$ cat src/scp_pkg.sv
/*
  Constants, register map, field layout, state encoding and the
  register-state record for the serial control port and PLL
  configuration block.
  Assumes one clock and a synchronous active-low reset.
*/
`default_nettype none
package scp_pkg;

  // ==========================================================
  // Register map
  localparam int NREG = 17;
  localparam logic [15:0] REG_OFS [NREG] = '{
    16'h0300, 16'h0301, 16'h0302, 16'h0303, 16'h0304, 16'h0305,
    16'h0306, 16'h0308, 16'h0309, 16'h030A, 16'h300C, 16'h3611,
    16'h3612, 16'h3613, 16'h3614, 16'h3615, 16'h3661};
  localparam logic [7:0] REG_RST [NREG] = '{
    8'h00, 8'h00, 8'h2A, 8'h00, 8'h03, 8'h01, 8'h01, 8'h00, 8'h01,
    8'h00, 8'h20, 8'h10, 8'h23, 8'h33, 8'h28, 8'h1C, 8'h6C};
  // Writable bits; the rest read back as zero
  localparam logic [7:0] REG_MSK [NREG] = '{
    8'h07, 8'h03, 8'hFF, 8'h0F, 8'h03, 8'h03, 8'h01, 8'h01, 8'h07,
    8'h01, 8'hFE, 8'hFF, 8'hFF, 8'hFF, 8'hFF, 8'h3F, 8'hFE};

  // Register indices
  localparam int I_MPRE  = 0;
  localparam int I_MMULH = 1;
  localparam int I_MMULL = 2;
  localparam int I_MPOST = 3;
  localparam int I_MLINK = 4;
  localparam int I_MSPRE = 5;
  localparam int I_MSDIV = 6;
  localparam int I_MBYP  = 7;
  localparam int I_MCP   = 8;
  localparam int I_MXPRE = 9;
  localparam int I_PRI   = 10;
  localparam int I_SCTL  = 11;
  localparam int I_SCLK  = 12;
  localparam int I_SMEM  = 13;
  localparam int I_SMULL = 14;
  localparam int I_SPUMP = 15;
  localparam int I_ALT   = 16;

  // ==========================================================
  // Field positions
  localparam int P_LO    = 0;  // Low field of any register
  localparam int P_ADDR  = 1;  // 7-bit bus address
  localparam int P_HI4   = 4;  // Upper nibble
  localparam int P_SCP   = 4;  // Sys PLL charge pump
  localparam int P_SXPRE = 3;  // Sys PLL extra pre-divide
  localparam int P_BIT7  = 7;  // Bypass / pump power-down
  localparam int P_NPUMP = 4;
  localparam int P_PPUMP = 2;

  // ==========================================================
  // Bus timing and receive states
  localparam logic [3:0] BYTE_BITS = 4'h8;
  localparam logic [3:0] CNT_ZERO  = 4'h0;

  typedef enum logic [3:0] {
    ST_IDLE  = 4'h0, ST_ADDR  = 4'h1, ST_ACK_A = 4'h3,
    ST_SUBH  = 4'h2, ST_ACK_H = 4'h6, ST_SUBL  = 4'h7,
    ST_ACK_L = 4'h5, ST_WDATA = 4'h4, ST_ACK_W = 4'hC,
    ST_RDATA = 4'hB, ST_RACK  = 4'hF
  } scp_st_t;

  typedef struct packed {
    scp_st_t               st;
    logic                  scl_m, scl_s, scl_d;
    logic                  sda_m, sda_s, sda_d;
    logic                  sel_m, sel_s;
    logic [3:0]            cnt;
    logic [7:0]            sh;
    logic                  rw;
    logic                  mack;
    logic [15:0]           ptr;
    logic                  sda_oe_n;
    logic                  sda_o;
    logic [NREG-1:0][7:0]  rf;
  } scp_state_t;

  // Map a sub-address to {hit, index}
  function automatic logic [5:0] scp_decode(input logic [15:0] a);
    logic [5:0] r;
    r = 6'h00;
    for (int i = 0; i < NREG; i++) begin
      if (REG_OFS[i] == a) begin
        r = {1'b1, 5'(i)};
      end
    end
    return r;
  endfunction : scp_decode

  // State after the shutdown pin is released
  function automatic scp_state_t scp_rst_state();
    scp_state_t s;
    s = '0;
    s.st = ST_IDLE;
    s.scl_m = 1'b1; s.scl_s = 1'b1; s.scl_d = 1'b1;
    s.sda_m = 1'b1; s.sda_s = 1'b1; s.sda_d = 1'b1;
    s.sda_oe_n = 1'b1;
    for (int i = 0; i < NREG; i++) begin
      s.rf[i] = REG_RST[i];
    end
    return s;
  endfunction : scp_rst_state

endpackage : scp_pkg
`default_nettype wire

$ cat src/scp_top.sv
/*
  Serial control port slave with the PLL configuration registers.
  Assumes CLK is 200 MHz and far faster than the bus clock, that the
  bus pins are asynchronous, and that the open-drain data wire is
  resolved outside from SERIAL_DATA_LINE_OE_N.
*/
// What this block does
// - Select low: answer primary address register
// - Select high: answer alternate address register
// - Address, 16-bit sub-address high first, bytes
// - Pointer advances after every data byte
// - After address ack, drive read data
// - Bare read starts at last pointer
// - Host ack continues at next sub-address
// - Sequential writes fill incrementing sub-addresses
// - Three-bit PLL pre-divider code held
// - Ten-bit loop multiplier split across registers
// - Main post divider four-bit field
// - Link divider two bits, reset three
// - Main system pre-divider two bits
// - Main system divider, extra pre-divider bits
// - Sys PLL bypass and charge pump
// - Sys PLL extra input pre-division bit
// - System clock divider three-bit code
// - Pre, memory, converter dividers four bits
// - Pump dividers and pump power-down
// - Shutdown low restores every register default
`timescale 1ns/1ps
`default_nettype none
module scp_top (
  // Clock and shutdown reset
  input  wire logic        CLK,
  input  wire logic        NRST,
  // Two-wire bus pins
  input  wire logic        SERIAL_CLOCK_LINE,
  input  wire logic        SERIAL_DATA_LINE_IN,
  output var  logic        SERIAL_DATA_LINE_OUT,
  output var  logic        SERIAL_DATA_LINE_OE_N,
  input  wire logic        BUS_ADDRESS_SELECT_PIN,
  // Main PLL settings
  output var  logic [2:0]  MAIN_PLL_INPUT_DIVIDER,
  output var  logic [9:0]  MAIN_PLL_LOOP_MULTIPLIER,
  output var  logic [3:0]  MAIN_PLL_POST_DIVIDER,
  output var  logic [1:0]  LINK_CLOCK_DIVIDER,
  output var  logic [1:0]  MAIN_PLL_SYS_PREDIVIDER,
  output var  logic        MAIN_PLL_SYS_DIVIDER,
  output var  logic        MAIN_PLL_BYPASS,
  output var  logic [2:0]  MAIN_PLL_CHARGE_PUMP,
  output var  logic        MAIN_PLL_EXTRA_PREDIVIDER,
  // System PLL settings
  output var  logic        SYS_PLL_BYPASS,
  output var  logic [2:0]  SYS_PLL_CHARGE_PUMP,
  output var  logic        SYS_PLL_EXTRA_PREDIVIDER,
  output var  logic [2:0]  SYS_PLL_INPUT_DIVIDER,
  output var  logic        PUMP_DIVIDER_POWER_DOWN,
  output var  logic [2:0]  SYSTEM_CLOCK_DIVIDER,
  output var  logic [3:0]  SYSTEM_CLOCK_PREDIVIDER,
  output var  logic [3:0]  MEMORY_CLOCK_DIVIDER,
  output var  logic [3:0]  CONVERTER_CLOCK_DIVIDER,
  output var  logic [9:0]  SYS_PLL_LOOP_MULTIPLIER,
  output var  logic [1:0]  NEG_PUMP_DIVIDER,
  output var  logic [1:0]  POS_PUMP_DIVIDER
);
  import scp_pkg::*;

  localparam scp_state_t S_RST = scp_rst_state();

  scp_state_t s_q;
  scp_state_t s_d;

  // ==========================================================
  // Bus event decode from the synchronised pins
  logic       scl_rise;
  logic       scl_fall;
  logic       bus_start;
  logic       bus_stop;
  logic [6:0] sel_addr;
  logic [5:0] dec;
  logic [7:0] rd_byte;
  logic       last_bit;

  // Edges only use the second and third stages
  assign scl_rise  = s_q.scl_s & ~s_q.scl_d;
  assign scl_fall  = ~s_q.scl_s & s_q.scl_d;
  assign bus_start = s_q.scl_s & s_q.scl_d & s_q.sda_d & ~s_q.sda_s;
  assign bus_stop  = s_q.scl_s & s_q.scl_d & ~s_q.sda_d & s_q.sda_s;
  assign last_bit  = scl_fall && (s_q.cnt == BYTE_BITS);

  // Slave address from the selected register
  assign sel_addr = s_q.sel_s ? s_q.rf[I_ALT][P_ADDR +: 7]
                              : s_q.rf[I_PRI][P_ADDR +: 7];

  // Read data at the pointer; holes read as zero
  assign dec     = scp_decode(s_q.ptr);
  assign rd_byte = dec[5] ? s_q.rf[dec[4:0]] : 8'h00;

  // ==========================================================
  // Next-state logic
  always_comb begin
    s_d = s_q;
    // Two-stage synchronisers, then a delay stage for edges
    s_d.scl_m = SERIAL_CLOCK_LINE;
    s_d.scl_s = s_q.scl_m;
    s_d.scl_d = s_q.scl_s;
    s_d.sda_m = SERIAL_DATA_LINE_IN;
    s_d.sda_s = s_q.sda_m;
    s_d.sda_d = s_q.sda_s;
    s_d.sel_m = BUS_ADDRESS_SELECT_PIN;
    s_d.sel_s = s_q.sel_m;
    s_d.sda_o = 1'b0;

    // Start and stop win over any byte in flight
    if (bus_start) begin
      s_d.st       = ST_ADDR;
      s_d.cnt      = CNT_ZERO;
      s_d.sda_oe_n = 1'b1;
    end else if (bus_stop) begin
      s_d.st       = ST_IDLE;
      s_d.sda_oe_n = 1'b1;
    end else begin
      unique case (s_q.st)
        ST_IDLE: begin
          s_d.sda_oe_n = 1'b1;
        end
        // Receive states shift a bit on each rising clock
        ST_ADDR, ST_SUBH, ST_SUBL, ST_WDATA: begin
          if (scl_rise && s_q.cnt != BYTE_BITS) begin
            s_d.sh  = {s_q.sh[6:0], s_q.sda_s};
            s_d.cnt = s_q.cnt + 4'h1;
          end
          if (last_bit) begin
            s_d.cnt      = CNT_ZERO;
            s_d.sda_oe_n = 1'b0;  // Acknowledge by pulling low
            unique case (s_q.st)
              ST_ADDR: begin
                if (s_q.sh[7:1] == sel_addr) begin
                  s_d.st = ST_ACK_A;
                  s_d.rw = s_q.sh[0];
                end else begin
                  s_d.st       = ST_IDLE;
                  s_d.sda_oe_n = 1'b1;
                end
              end
              ST_SUBH: begin
                s_d.ptr[15:8] = s_q.sh;
                s_d.st        = ST_ACK_H;
              end
              ST_SUBL: begin
                s_d.ptr[7:0] = s_q.sh;
                s_d.st       = ST_ACK_L;
              end
              default: begin
                // Unmapped sub-addresses swallow the byte
                if (dec[5]) begin
                  s_d.rf[dec[4:0]] = s_q.sh & REG_MSK[dec[4:0]];
                end
                s_d.ptr = s_q.ptr + 16'h0001;
                s_d.st  = ST_ACK_W;
              end
            endcase
          end
        end
        // Address acknowledged: branch on direction
        ST_ACK_A: begin
          if (scl_fall) begin
            if (s_q.rw) begin
              // Pointer kept from the last transfer
              s_d.sh       = rd_byte;
              s_d.sda_oe_n = rd_byte[7];
              s_d.st       = ST_RDATA;
            end else begin
              s_d.sda_oe_n = 1'b1;
              s_d.st       = ST_SUBH;
            end
          end
        end
        ST_ACK_H: begin
          if (scl_fall) begin
            s_d.sda_oe_n = 1'b1;
            s_d.st       = ST_SUBL;
          end
        end
        // After the low sub-address or a data byte is acked the next one is data
        ST_ACK_L, ST_ACK_W: begin
          if (scl_fall) begin
            s_d.sda_oe_n = 1'b1;
            s_d.st       = ST_WDATA;
          end
        end
        // Read data changes only while the clock is low
        ST_RDATA: begin
          if (scl_rise && s_q.cnt != BYTE_BITS) begin
            s_d.cnt = s_q.cnt + 4'h1;
          end
          if (last_bit) begin
            s_d.sda_oe_n = 1'b1;
            s_d.cnt      = CNT_ZERO;
            s_d.ptr      = s_q.ptr + 16'h0001;
            s_d.st       = ST_RACK;
          end else if (scl_fall) begin
            s_d.sh       = {s_q.sh[6:0], 1'b0};
            s_d.sda_oe_n = s_q.sh[6];
          end
        end
        // Host acknowledge: low continues, high ends the read
        ST_RACK: begin
          if (scl_rise) begin
            s_d.mack = ~s_q.sda_s;
          end
          if (scl_fall) begin
            if (s_q.mack) begin
              s_d.sh       = rd_byte;
              s_d.sda_oe_n = rd_byte[7];
              s_d.st       = ST_RDATA;
            end else begin
              s_d.st = ST_IDLE;
            end
          end
        end
        default: begin
          s_d.st       = ST_IDLE;
          s_d.sda_oe_n = 1'b1;
        end
      endcase
    end
  end

  // ==========================================================
  // State register; shutdown restores every default
  always_ff @(posedge CLK) begin
    if (!NRST) begin
      s_q <= S_RST;
    end else begin
      s_q <= s_d;
    end
  end

  // ==========================================================
  // Outputs straight from the state register
  assign SERIAL_DATA_LINE_OUT  = s_q.sda_o;
  assign SERIAL_DATA_LINE_OE_N = s_q.sda_oe_n;
  // Main PLL fields
  assign MAIN_PLL_INPUT_DIVIDER    = s_q.rf[I_MPRE][P_LO +: 3];
  assign MAIN_PLL_LOOP_MULTIPLIER  = {s_q.rf[I_MMULH][P_LO +: 2],
                                      s_q.rf[I_MMULL]};
  assign MAIN_PLL_POST_DIVIDER     = s_q.rf[I_MPOST][P_LO +: 4];
  assign LINK_CLOCK_DIVIDER        = s_q.rf[I_MLINK][P_LO +: 2];
  assign MAIN_PLL_SYS_PREDIVIDER   = s_q.rf[I_MSPRE][P_LO +: 2];
  assign MAIN_PLL_SYS_DIVIDER      = s_q.rf[I_MSDIV][P_LO];
  assign MAIN_PLL_BYPASS           = s_q.rf[I_MBYP][P_LO];
  assign MAIN_PLL_CHARGE_PUMP      = s_q.rf[I_MCP][P_LO +: 3];
  assign MAIN_PLL_EXTRA_PREDIVIDER = s_q.rf[I_MXPRE][P_LO];
  // System PLL fields
  assign SYS_PLL_BYPASS            = s_q.rf[I_SCTL][P_BIT7];
  assign SYS_PLL_CHARGE_PUMP       = s_q.rf[I_SCTL][P_SCP +: 3];
  assign SYS_PLL_EXTRA_PREDIVIDER  = s_q.rf[I_SCTL][P_SXPRE];
  assign SYS_PLL_INPUT_DIVIDER     = s_q.rf[I_SCTL][P_LO +: 3];
  assign PUMP_DIVIDER_POWER_DOWN   = s_q.rf[I_SCLK][P_BIT7];
  assign SYSTEM_CLOCK_DIVIDER      = s_q.rf[I_SCLK][P_HI4 +: 3];
  assign SYSTEM_CLOCK_PREDIVIDER   = s_q.rf[I_SCLK][P_LO +: 4];
  assign MEMORY_CLOCK_DIVIDER      = s_q.rf[I_SMEM][P_HI4 +: 4];
  assign CONVERTER_CLOCK_DIVIDER   = s_q.rf[I_SMEM][P_LO +: 4];
  assign SYS_PLL_LOOP_MULTIPLIER   = {s_q.rf[I_SPUMP][P_LO +: 2],
                                      s_q.rf[I_SMULL]};
  assign NEG_PUMP_DIVIDER          = s_q.rf[I_SPUMP][P_NPUMP +: 2];
  assign POS_PUMP_DIVIDER          = s_q.rf[I_SPUMP][P_PPUMP +: 2];
endmodule : scp_top
`default_nettype wire

$ cat config.mk
export PLATFORM = sky130hd
export DESIGN_NAME = scp_top
export DESIGN_NICKNAME = d
export VERILOG_FILES = /design/src/scp_pkg.sv /design/src/scp_top.sv
export SDC_FILE = /design/constraint.sdc
export NUM_CORES = 1
export LEC_CHECK = 0
export BUFFER_PORTS_ARGS = -buffer_cell sky130_fd_sc_hd__buf_4
export CORE_ASPECT_RATIO = 1.1
export CORE_MARGIN = 1
export CORE_UTILIZATION = 40
export CTS_CLUSTER_DIAMETER = 60
export DETAILED_ROUTE_END_ITERATION = 8
export SKIP_LAST_GASP = 1
export SLEW_MARGIN = 20
export SYNTH_ARGS = -nofsm -noshare
export SYNTH_HDL_FRONTEND = slang
export SYNTH_SLANG_ARGS = --single-unit
export TNS_END_PERCENT = 50
$ cat constraint.sdc
create_clock -name CLK -period 8.3 [get_ports CLK]
set_input_delay 0.83 -clock CLK [delete_from_list [all_inputs] [get_ports CLK]]
set_output_delay 0.83 -clock CLK [all_outputs]
set_load 0.05 [all_outputs]
==> run_results.csv, run 1 <==
group,metric,value,unit
sta,clock_skew,14.4,ps
yosys,synthAdderAreaFrac,0.883,%
routing,wl_per_cell,20.9,µm
floorplan,ios,72,
yosys,synth_cells,1142,
sta,finalCritPeriodShare,48.7,%
global_route,antenna_found_initial,0,
clock_network,cts_resized,0,
yosys,synth_edf_count,0,
yosys,synthXorXnorAreaFrac,1.32,%
layout,drive_gt1_share,14.4,%
worst_setup_path,cp_max_fo,11,
worst_setup_path,crit_path_start_kind,"flip-flop",
clock_network,cts_buffer_depth,2,
floorplan,core_area,23600,µm²
worst_setup_path,worstRegToRegCells,9,
routing,ant_nets,0,
clock_network,hold_buffers,0,
place,dp_slack,4310,ps
hold_path,hold_class,"reg2reg",
sta,grt_setup_unrepaired,"no",
sta,setup_viol,0,
floorplan,die_w,150,µm
power_and_ir_drop,power_leakage,4.41,nW
worst_setup_path,arrival,4330,ps
sta,setup_slack,4260,ps
global_route,grt_pass1_vias,7744,
layout,mostFrequentLayoutCell,"dfxtp_1",
global_route,grt_usage,24.6,%
layout,fin_util,44.2,%
layout,antennaDiodeCount,0,
clock_network,clkLatencyLatePin,440,ps
worst_setup_path,r2r_end,"MAIN_PLL_LOOP_MULTIPLIER[2]",
floorplan,die_h,165,µm
sta,finalCriticalPeriod,4040,ps
yosys,synth_warnings,0,
yosys,synth-compound-area-share,19.0,%
yosys,yosys.area_share.simple,24.1,%
place,hpwl,20.6,mm
sta,maxSlewHeadroom,27.8,%
routing,drt_first_pass_iters,6,
worst_setup_path,crit_family,"compound AO/OA/AOI/OAI gates",
yosys,async_flop_share,0,%
clock_network,tritoncts,"built",
yosys,syn_area_per_cell,8.44,µm²
worst_setup_path,end_kind,"flip-flop",
sta,finalHoldViolations,0,
layout,nets,1123,
yosys,synth_fp_nets,1153,
layout,final_cell_mix,"dfxtp_1, nand2_1, nor2_1",
hold_path,min_to,"s_d[170]",
floorplan,die_area,24700,µm²
routing,via_per_inst,5.89,
worst_setup_path,path_cells,"inv_1 > ha_1 > or4bb_1 > o211ai_1 > a2bb2oi_1 > a211oi_2 > nand4_1 > mux2i_1 > nor2_1",
clock_network,cts.sinks,179,
global_route,grt_pass1_wl,46.1,mm
worst_setup_path,cp_slowest_cell,"a211oi_2",
clock_network,cts_buffers,17,
worst_setup_path,critPathRequiredTime,8590,ps
run,maxCapViolCount,0,
sta,fmax,248,MHz
worst_setup_path,rrSetupSlack,4260,ps
clock_network,cts_root_buf,"clkbuf_16",
clock_network,post_cts_buffers,0,
global_route,grt_max_degree,73,
worst_setup_path,critPathKind,"reg2reg",
clock_network,cts-htree-levels,4,
floorplan,num_rows,59,
layout,area_delta_synth_final,8.28,%
place,globalplace.congestion,0.923,
yosys,muxShareOfSynthArea,9.14,%
routing,drt_iter0_drc,865,
worst_setup_path,worst-path-buf-inv,1,
yosys,synth_top_family_by_area,"simple AND/OR/NAND/NOR gates",
routing,vias,8420,
worst_setup_path,max_stage_delay,760,ps
sta,drv_slew,0,
yosys,synth_top_flop_cell,"dfxtp_1",
yosys,netlist-cell-type-count,87,
clock_network,cts.clk_slew.worst_paths,80,ps
yosys,ys_seq_area_share,37.2,%
routing,drc,0,
routing,wl,29.9,mm
status,status,"finished, final reports clean",
power_and_ir_drop,peakVddDrop,0.131,mV
hold_path,min-delay-start,"s_d[171]",
floorplan,initial_utilization,40.8,%
global_route,overflow,0,
place,port_buffers,70,
sta,tightest_slew,1070,ps
yosys,synth_area,9640,µm²
yosys,ys_seq_elements,179,
worst_setup_path,reg2reg_from,"s_q[138]",
hold_path,hold_depth,1,
sta,fin_setup_tns,0,ps
power_and_ir_drop,powerDensity,162,nW/µm²
==> final cells by class <==
class / instances / area, µm²
Multi-Input combinational cell: 824 / 5270
Clock buffer: 17 / 425
Tap cell: 305 / 382
Clock inverter: 14 / 139
Timing Repair Buffer: 79 / 593
Sequential cell: 179 / 3580
Inverter: 11 / 41.3
Fill cell: 2389 / 13200
==> power by group <==
group / internal (mW) / switching, mW
Clock: 0.397 / 0.388
Sequential: 0.861 / 0.00480
Combinational: 0.00980 / 0.0273
Total: 1.27 / 0.420
==> flip-flops by register name, summed over array words and instances, names as in the netlist, 3 cells and up <==
signal	count
s_q	108
MAIN_PLL_LOOP_MULTIPLIER	10
SYS_PLL_LOOP_MULTIPLIER	10
s_d	5
CONVERTER_CLOCK_DIVIDER	4
MAIN_PLL_POST_DIVIDER	4
MEMORY_CLOCK_DIVIDER	4
SYSTEM_CLOCK_PREDIVIDER	4
MAIN_PLL_CHARGE_PUMP	3
MAIN_PLL_INPUT_DIVIDER	3
SYSTEM_CLOCK_DIVIDER	3
SYS_PLL_CHARGE_PUMP	3
SYS_PLL_INPUT_DIVIDER	3
==> logic make-up after synthesis <==
kind of cell	after synthesis
AOI/OAI and AO/OA	258
xor gates and xnor gates	13
adders and majority gates	7
buffers and inverters	139
DFF	179
muxes	84
other	1
and+or+nand+nor	461
==> how the worst max path moves through the flow <==
stage	start	end	slack (ps)	cells after the start
after floorplan	s_q[138]	s_q[157]	5230	12
after global placement	s_q[138]	MAIN_PLL_LOOP_MULTIPLIER[6]	4460	9
after detailed placement	s_q[138]	MAIN_PLL_LOOP_MULTIPLIER[7]	4310	9
after CTS	s_q[138]	MAIN_PLL_LOOP_MULTIPLIER[6]	4320	9
after global routing	s_q[138]	MAIN_PLL_LOOP_MULTIPLIER[7]	3960	9
final	s_q[138]	MAIN_PLL_LOOP_MULTIPLIER[2]	4260	9
==> routing by layer <==
layer  wire, µm  GRT usage (%)  part of all wire, %  vias up
li1           -              -                    -     3990
met1      13100           32.8                   44     3980
met2      13300           37.9                   45      366
met3       2010           4.48                  6.7       84
met4       1460           12.4                  4.9        0
met5          0              0                    0        -
==> through the flow <==
step	instance area (µm²)	power (mW)	cells	hold slack, ps
final	10400	1.69	1429	394
after global routing	10400	1.74	1429	429
after CTS	10400	1.70	1429	396
after detailed placement	9870	0.922	1398	392
after global placement	9870	0.922	1398	394
after floorplan	9640	0.910	1142	386
==> cells in the mapped netlist (all sizes together), types with 8 or more instances <==
| cell type | number | area, µm² |
|---|---|---|
| nor3 | 16 | 95.1 |
| nand2b | 16 | 100 |
| nand2 | 147 | 552 |
| nand4 | 8 | 50.1 |
| o21ai | 41 | 205 |
| dfxtp | 179 | 3580 |
| and3 | 49 | 307 |
| buf | 83 | 591 |
| a211oi | 19 | 160 |
| mux2i | 73 | 731 |
| nor2 | 106 | 405 |
| nor2b | 11 | 68.8 |
| clkbuf | 45 | 169 |
| mux2 | 9 | 105 |
| o21a | 15 | 113 |
| a21oi | 59 | 295 |
| inv | 9 | 33.8 |
| and2 | 30 | 188 |
| o211ai | 30 | 225 |
| a22oi | 13 | 97.6 |
| a31oi | 9 | 77.6 |
| nand3 | 39 | 215 |
(Power assumes the default switching activity.)
==> run 2, diff against run 1 <==
--- a/config.mk
+++ b/config.mk
@@ -5,6 +5,7 @@
 export SDC_FILE = /design/constraint.sdc
 export NUM_CORES = 1
 export LEC_CHECK = 0
+export ABC_AREA = 1
 export BUFFER_PORTS_ARGS = -buffer_cell sky130_fd_sc_hd__buf_4
 export CORE_ASPECT_RATIO = 1.1
 export CORE_MARGIN = 1
==> constraint.sdc (replaced) <==
create_clock -name CLK -period 3.6 [get_ports CLK]
set_input_delay 0.36 -clock CLK [delete_from_list [all_inputs] [get_ports CLK]]
set_output_delay 0.36 -clock CLK [all_outputs]
set_load 0.05 [all_outputs]
==> run 2 against run 1 <==
Critical endpoint is now SERIAL_DATA_LINE_OE_N. Clock-buffer cell count stayed put. Largest power group is now clock. Register-to-register slack worse by 3900 ps. Highest routed layer unchanged. First-iteration DRC count is 17% lower. Hold slack worse by 300 ps. Total power is 150% higher.
==> run_results.csv, run 2 <==
group,metric,value,unit
status,status,"finished, final reports clean",
yosys,netlist-cell-type-count,59,
yosys,synthTopCellsByArea,"dfxtp_1, nand2_1, inv_1",
place,hpwl,22.7,mm
sta,setup_viol,0,
routing,drc,0,
hold_path,hold_depth,3,
worst_setup_path,path_cells,"inv_1 > ha_1 > inv_1 > nor2_4 > inv_2 > nand2_1 > nand2_1 > nand3_1 > nand2_1 > nand2_2 > nand2_1 > nand2_2 > nand4_2 > nor2_1 > nor2_1 > nand3_1 > nand3_1 > nand3_1 > nand2_1 > nand2_1 > nand2_1 > nand2_1 > nand2_1",
yosys,synth_area,9900,µm²
floorplan,die_w,152,µm
yosys,synth_top_area_share,36.2,%
clock_network,post_cts_buffers,0,
global_route,overflow,0,
layout,nets,1438,
yosys,ys_seq_area_share,36.2,%
floorplan,die_area,25400,µm²
global_route,antenna_found_initial,0,
worst_setup_path,worstRegToRegCells,23,
yosys,yosysMostFrequentCell,"nand2_1",
sta,finalHoldViolations,0,
clock_network,cts-htree-levels,4,
worst_setup_path,crit_path_start_kind,"flip-flop",
worst_setup_path,worst-path-buf-inv,3,
power_and_ir_drop,powerDensity,380,nW/µm²
worst_setup_path,critical_path_depth,23,
power_and_ir_drop,peakVddDrop,0.231,mV
sta,tightest_slew,912,ps
worst_setup_path,arrival,3540,ps
sta,maxSlewHeadroom,39.2,%
sta,drv_slew,0,
sta,finalCritPeriodShare,89.0,%
routing,drt_iter0_drc,721,
layout,drive_gt1_share,14.7,%
yosys,synth_fp_nets,1434,
clock_network,cts_root_buf,"clkbuf_16",
yosys,synth_warnings,0,
routing,wl,31.0,mm
place,dpl_cell_area,10300,µm²
floorplan,ios,72,
layout,final_cell_mix,"nand2_1, inv_1, dfxtp_1",
clock_network,hold_buffers,0,
sta,hold_ws,93.1,ps
place,dp_slack,359,ps
layout,top_register,"s_q",
run,maxCapViolCount,0,
sta,fin_setup_tns,0,ps
global_route,grt_pass1_wl,48.7,mm
worst_setup_path,critPathRequiredTime,3940,ps
layout,mostFrequentLayoutCell,"nand2_1",
worst_setup_path,cp_slowest_cell,"nand4_2",
worst_setup_path,end_kind,"flip-flop",
clock_network,cts.clk_slew.worst_paths,80,ps
routing,ant_nets,0,
place,globalplace.congestion,0.980,
yosys,async_flop_share,0,%
yosys,syn_area_per_cell,6.96,µm²
global_route,grt_usage,24.5,%
floorplan,die_h,167,µm
global_route,grt_max_degree,94,
worst_setup_path,crit_family,"simple AND/OR/NAND/NOR gates",
yosys,synth_cells,1423,
routing,vias,9302,
clock_network,clkLatencyLatePin,450,ps
sta,grt_setup_unrepaired,"no",
sta,setup_slack,398,ps
worst_setup_path,max_stage_delay,440,ps
routing,via_per_inst,5.32,
yosys,synth_edf_count,0,
hold_path,hold_class,"in2reg",
floorplan,initial_utilization,40.6,%
floorplan,core_area,24400,µm²
sta,clock_skew,14.7,ps
yosys,ys_seq_elements,179,
routing,wl_per_cell,17.7,µm
layout,area_delta_synth_final,10.5,%
place,port_buffers,70,
global_route,grt_pass1_vias,8751,
worst_setup_path,crit_path_frequent_cell,"nand2_1",
sta,fmax,312,MHz
clock_network,cts_resized,0,
sta,finalCriticalPeriod,3200,ps
clock_network,cts.sinks,179,
yosys,synth_top_area_cell,"dfxtp_1",
power_and_ir_drop,power_leakage,4.96,nW
clock_network,cts_buffers,17,
routing,drt_first_pass_iters,6,
layout,largest_reg_flops,108,
layout,antennaDiodeCount,0,
clock_network,tritoncts,"built",
layout,fin_area,10900,µm²
clock_network,cts_buffer_depth,2,
worst_setup_path,critPathKind,"reg2reg",
worst_setup_path,cp_max_fo,12,
yosys,synth_top_flop_cell,"dfxtp_1",
floorplan,num_rows,60,
yosys,synth_common_cells,"nand2_1, inv_1, dfxtp_1, nor2_1, a21oi_1",
## run 2: cell families after synthesis
kind of cell | share of synthesized area (%)
flip-flops | 36.2
AO/OA/AOI/OAI | 16.9
buffers and inverters | 14.9
adder cells (fa/ha/maj) | 0.759
AND/OR/NAND/NOR | 29.7
other | 0.0379
XOR/XNOR | 1.50
## run 2: area by class of cell
class / count / area, µm²
Fill cell: 2532 / 13500
Multi-Input combinational cell: 934 / 4840
Sequential cell: 179 / 3580
Inverter: 202 / 761
Timing Repair Buffer: 93 / 711
Clock buffer: 17 / 425
Tap cell: 310 / 388
Clock inverter: 15 / 224
## run 2: final timing paths
| check | end | slack [ps] | from |
|---|---|---|---|
| setup / recovery | SERIAL_DATA_LINE_OE_N | 400 | s_q[138] |
| hold / removal | s_d[168] | 90 | BUS_ADDRESS_SELECT_PIN |
| setup reg to reg | SERIAL_DATA_LINE_OE_N | 400 | s_q[138] |
| hold reg to reg | s_d[170] | 420 | s_d[171] |
## run 2: metal layers
layer | global-route usage [%] | share of wire, % | vias up
met2 | 40.2 | 46 | 343
met1 | 32.0 | 44 | 4284
li1 | - | - | 4602
met5 | 0 | 0 | -
met3 | 3.46 | 6.2 | 73
met4 | 11.1 | 3.6 | 0
## run 2: worst reg2reg max path: cells and delay by family (launching register included)
| family | cells | cell delay (ps) |
|---|---|---|
| AND/OR/NAND/NOR | 19 | 2220 |
| flip-flops | 1 | 340 |
| buffers and inverters | 3 | 310 |
| adder cells (fa/ha/maj) | 1 | 250 |
## run 2: through the flow
step                util, %  instances  total power [mW]
floorplan                 -       1423              2.12
global placement       42.1       1718              2.16
detailed placement     42.1       1718              2.16
CTS                    44.8       1750              4.17
global route           44.8       1750              4.27
finish                 44.8       1750              4.15
## run 2: where the power goes
part,total [mW],leakage [nW],internal (mW),switching [mW]
Sequential,2.00,1.44,1.99,0.0170
Clock,2.03,0.312,0.990,1.04
Combinational,0.112,3.21,0.0273,0.0850
Total,4.15,4.96,3.00,1.15
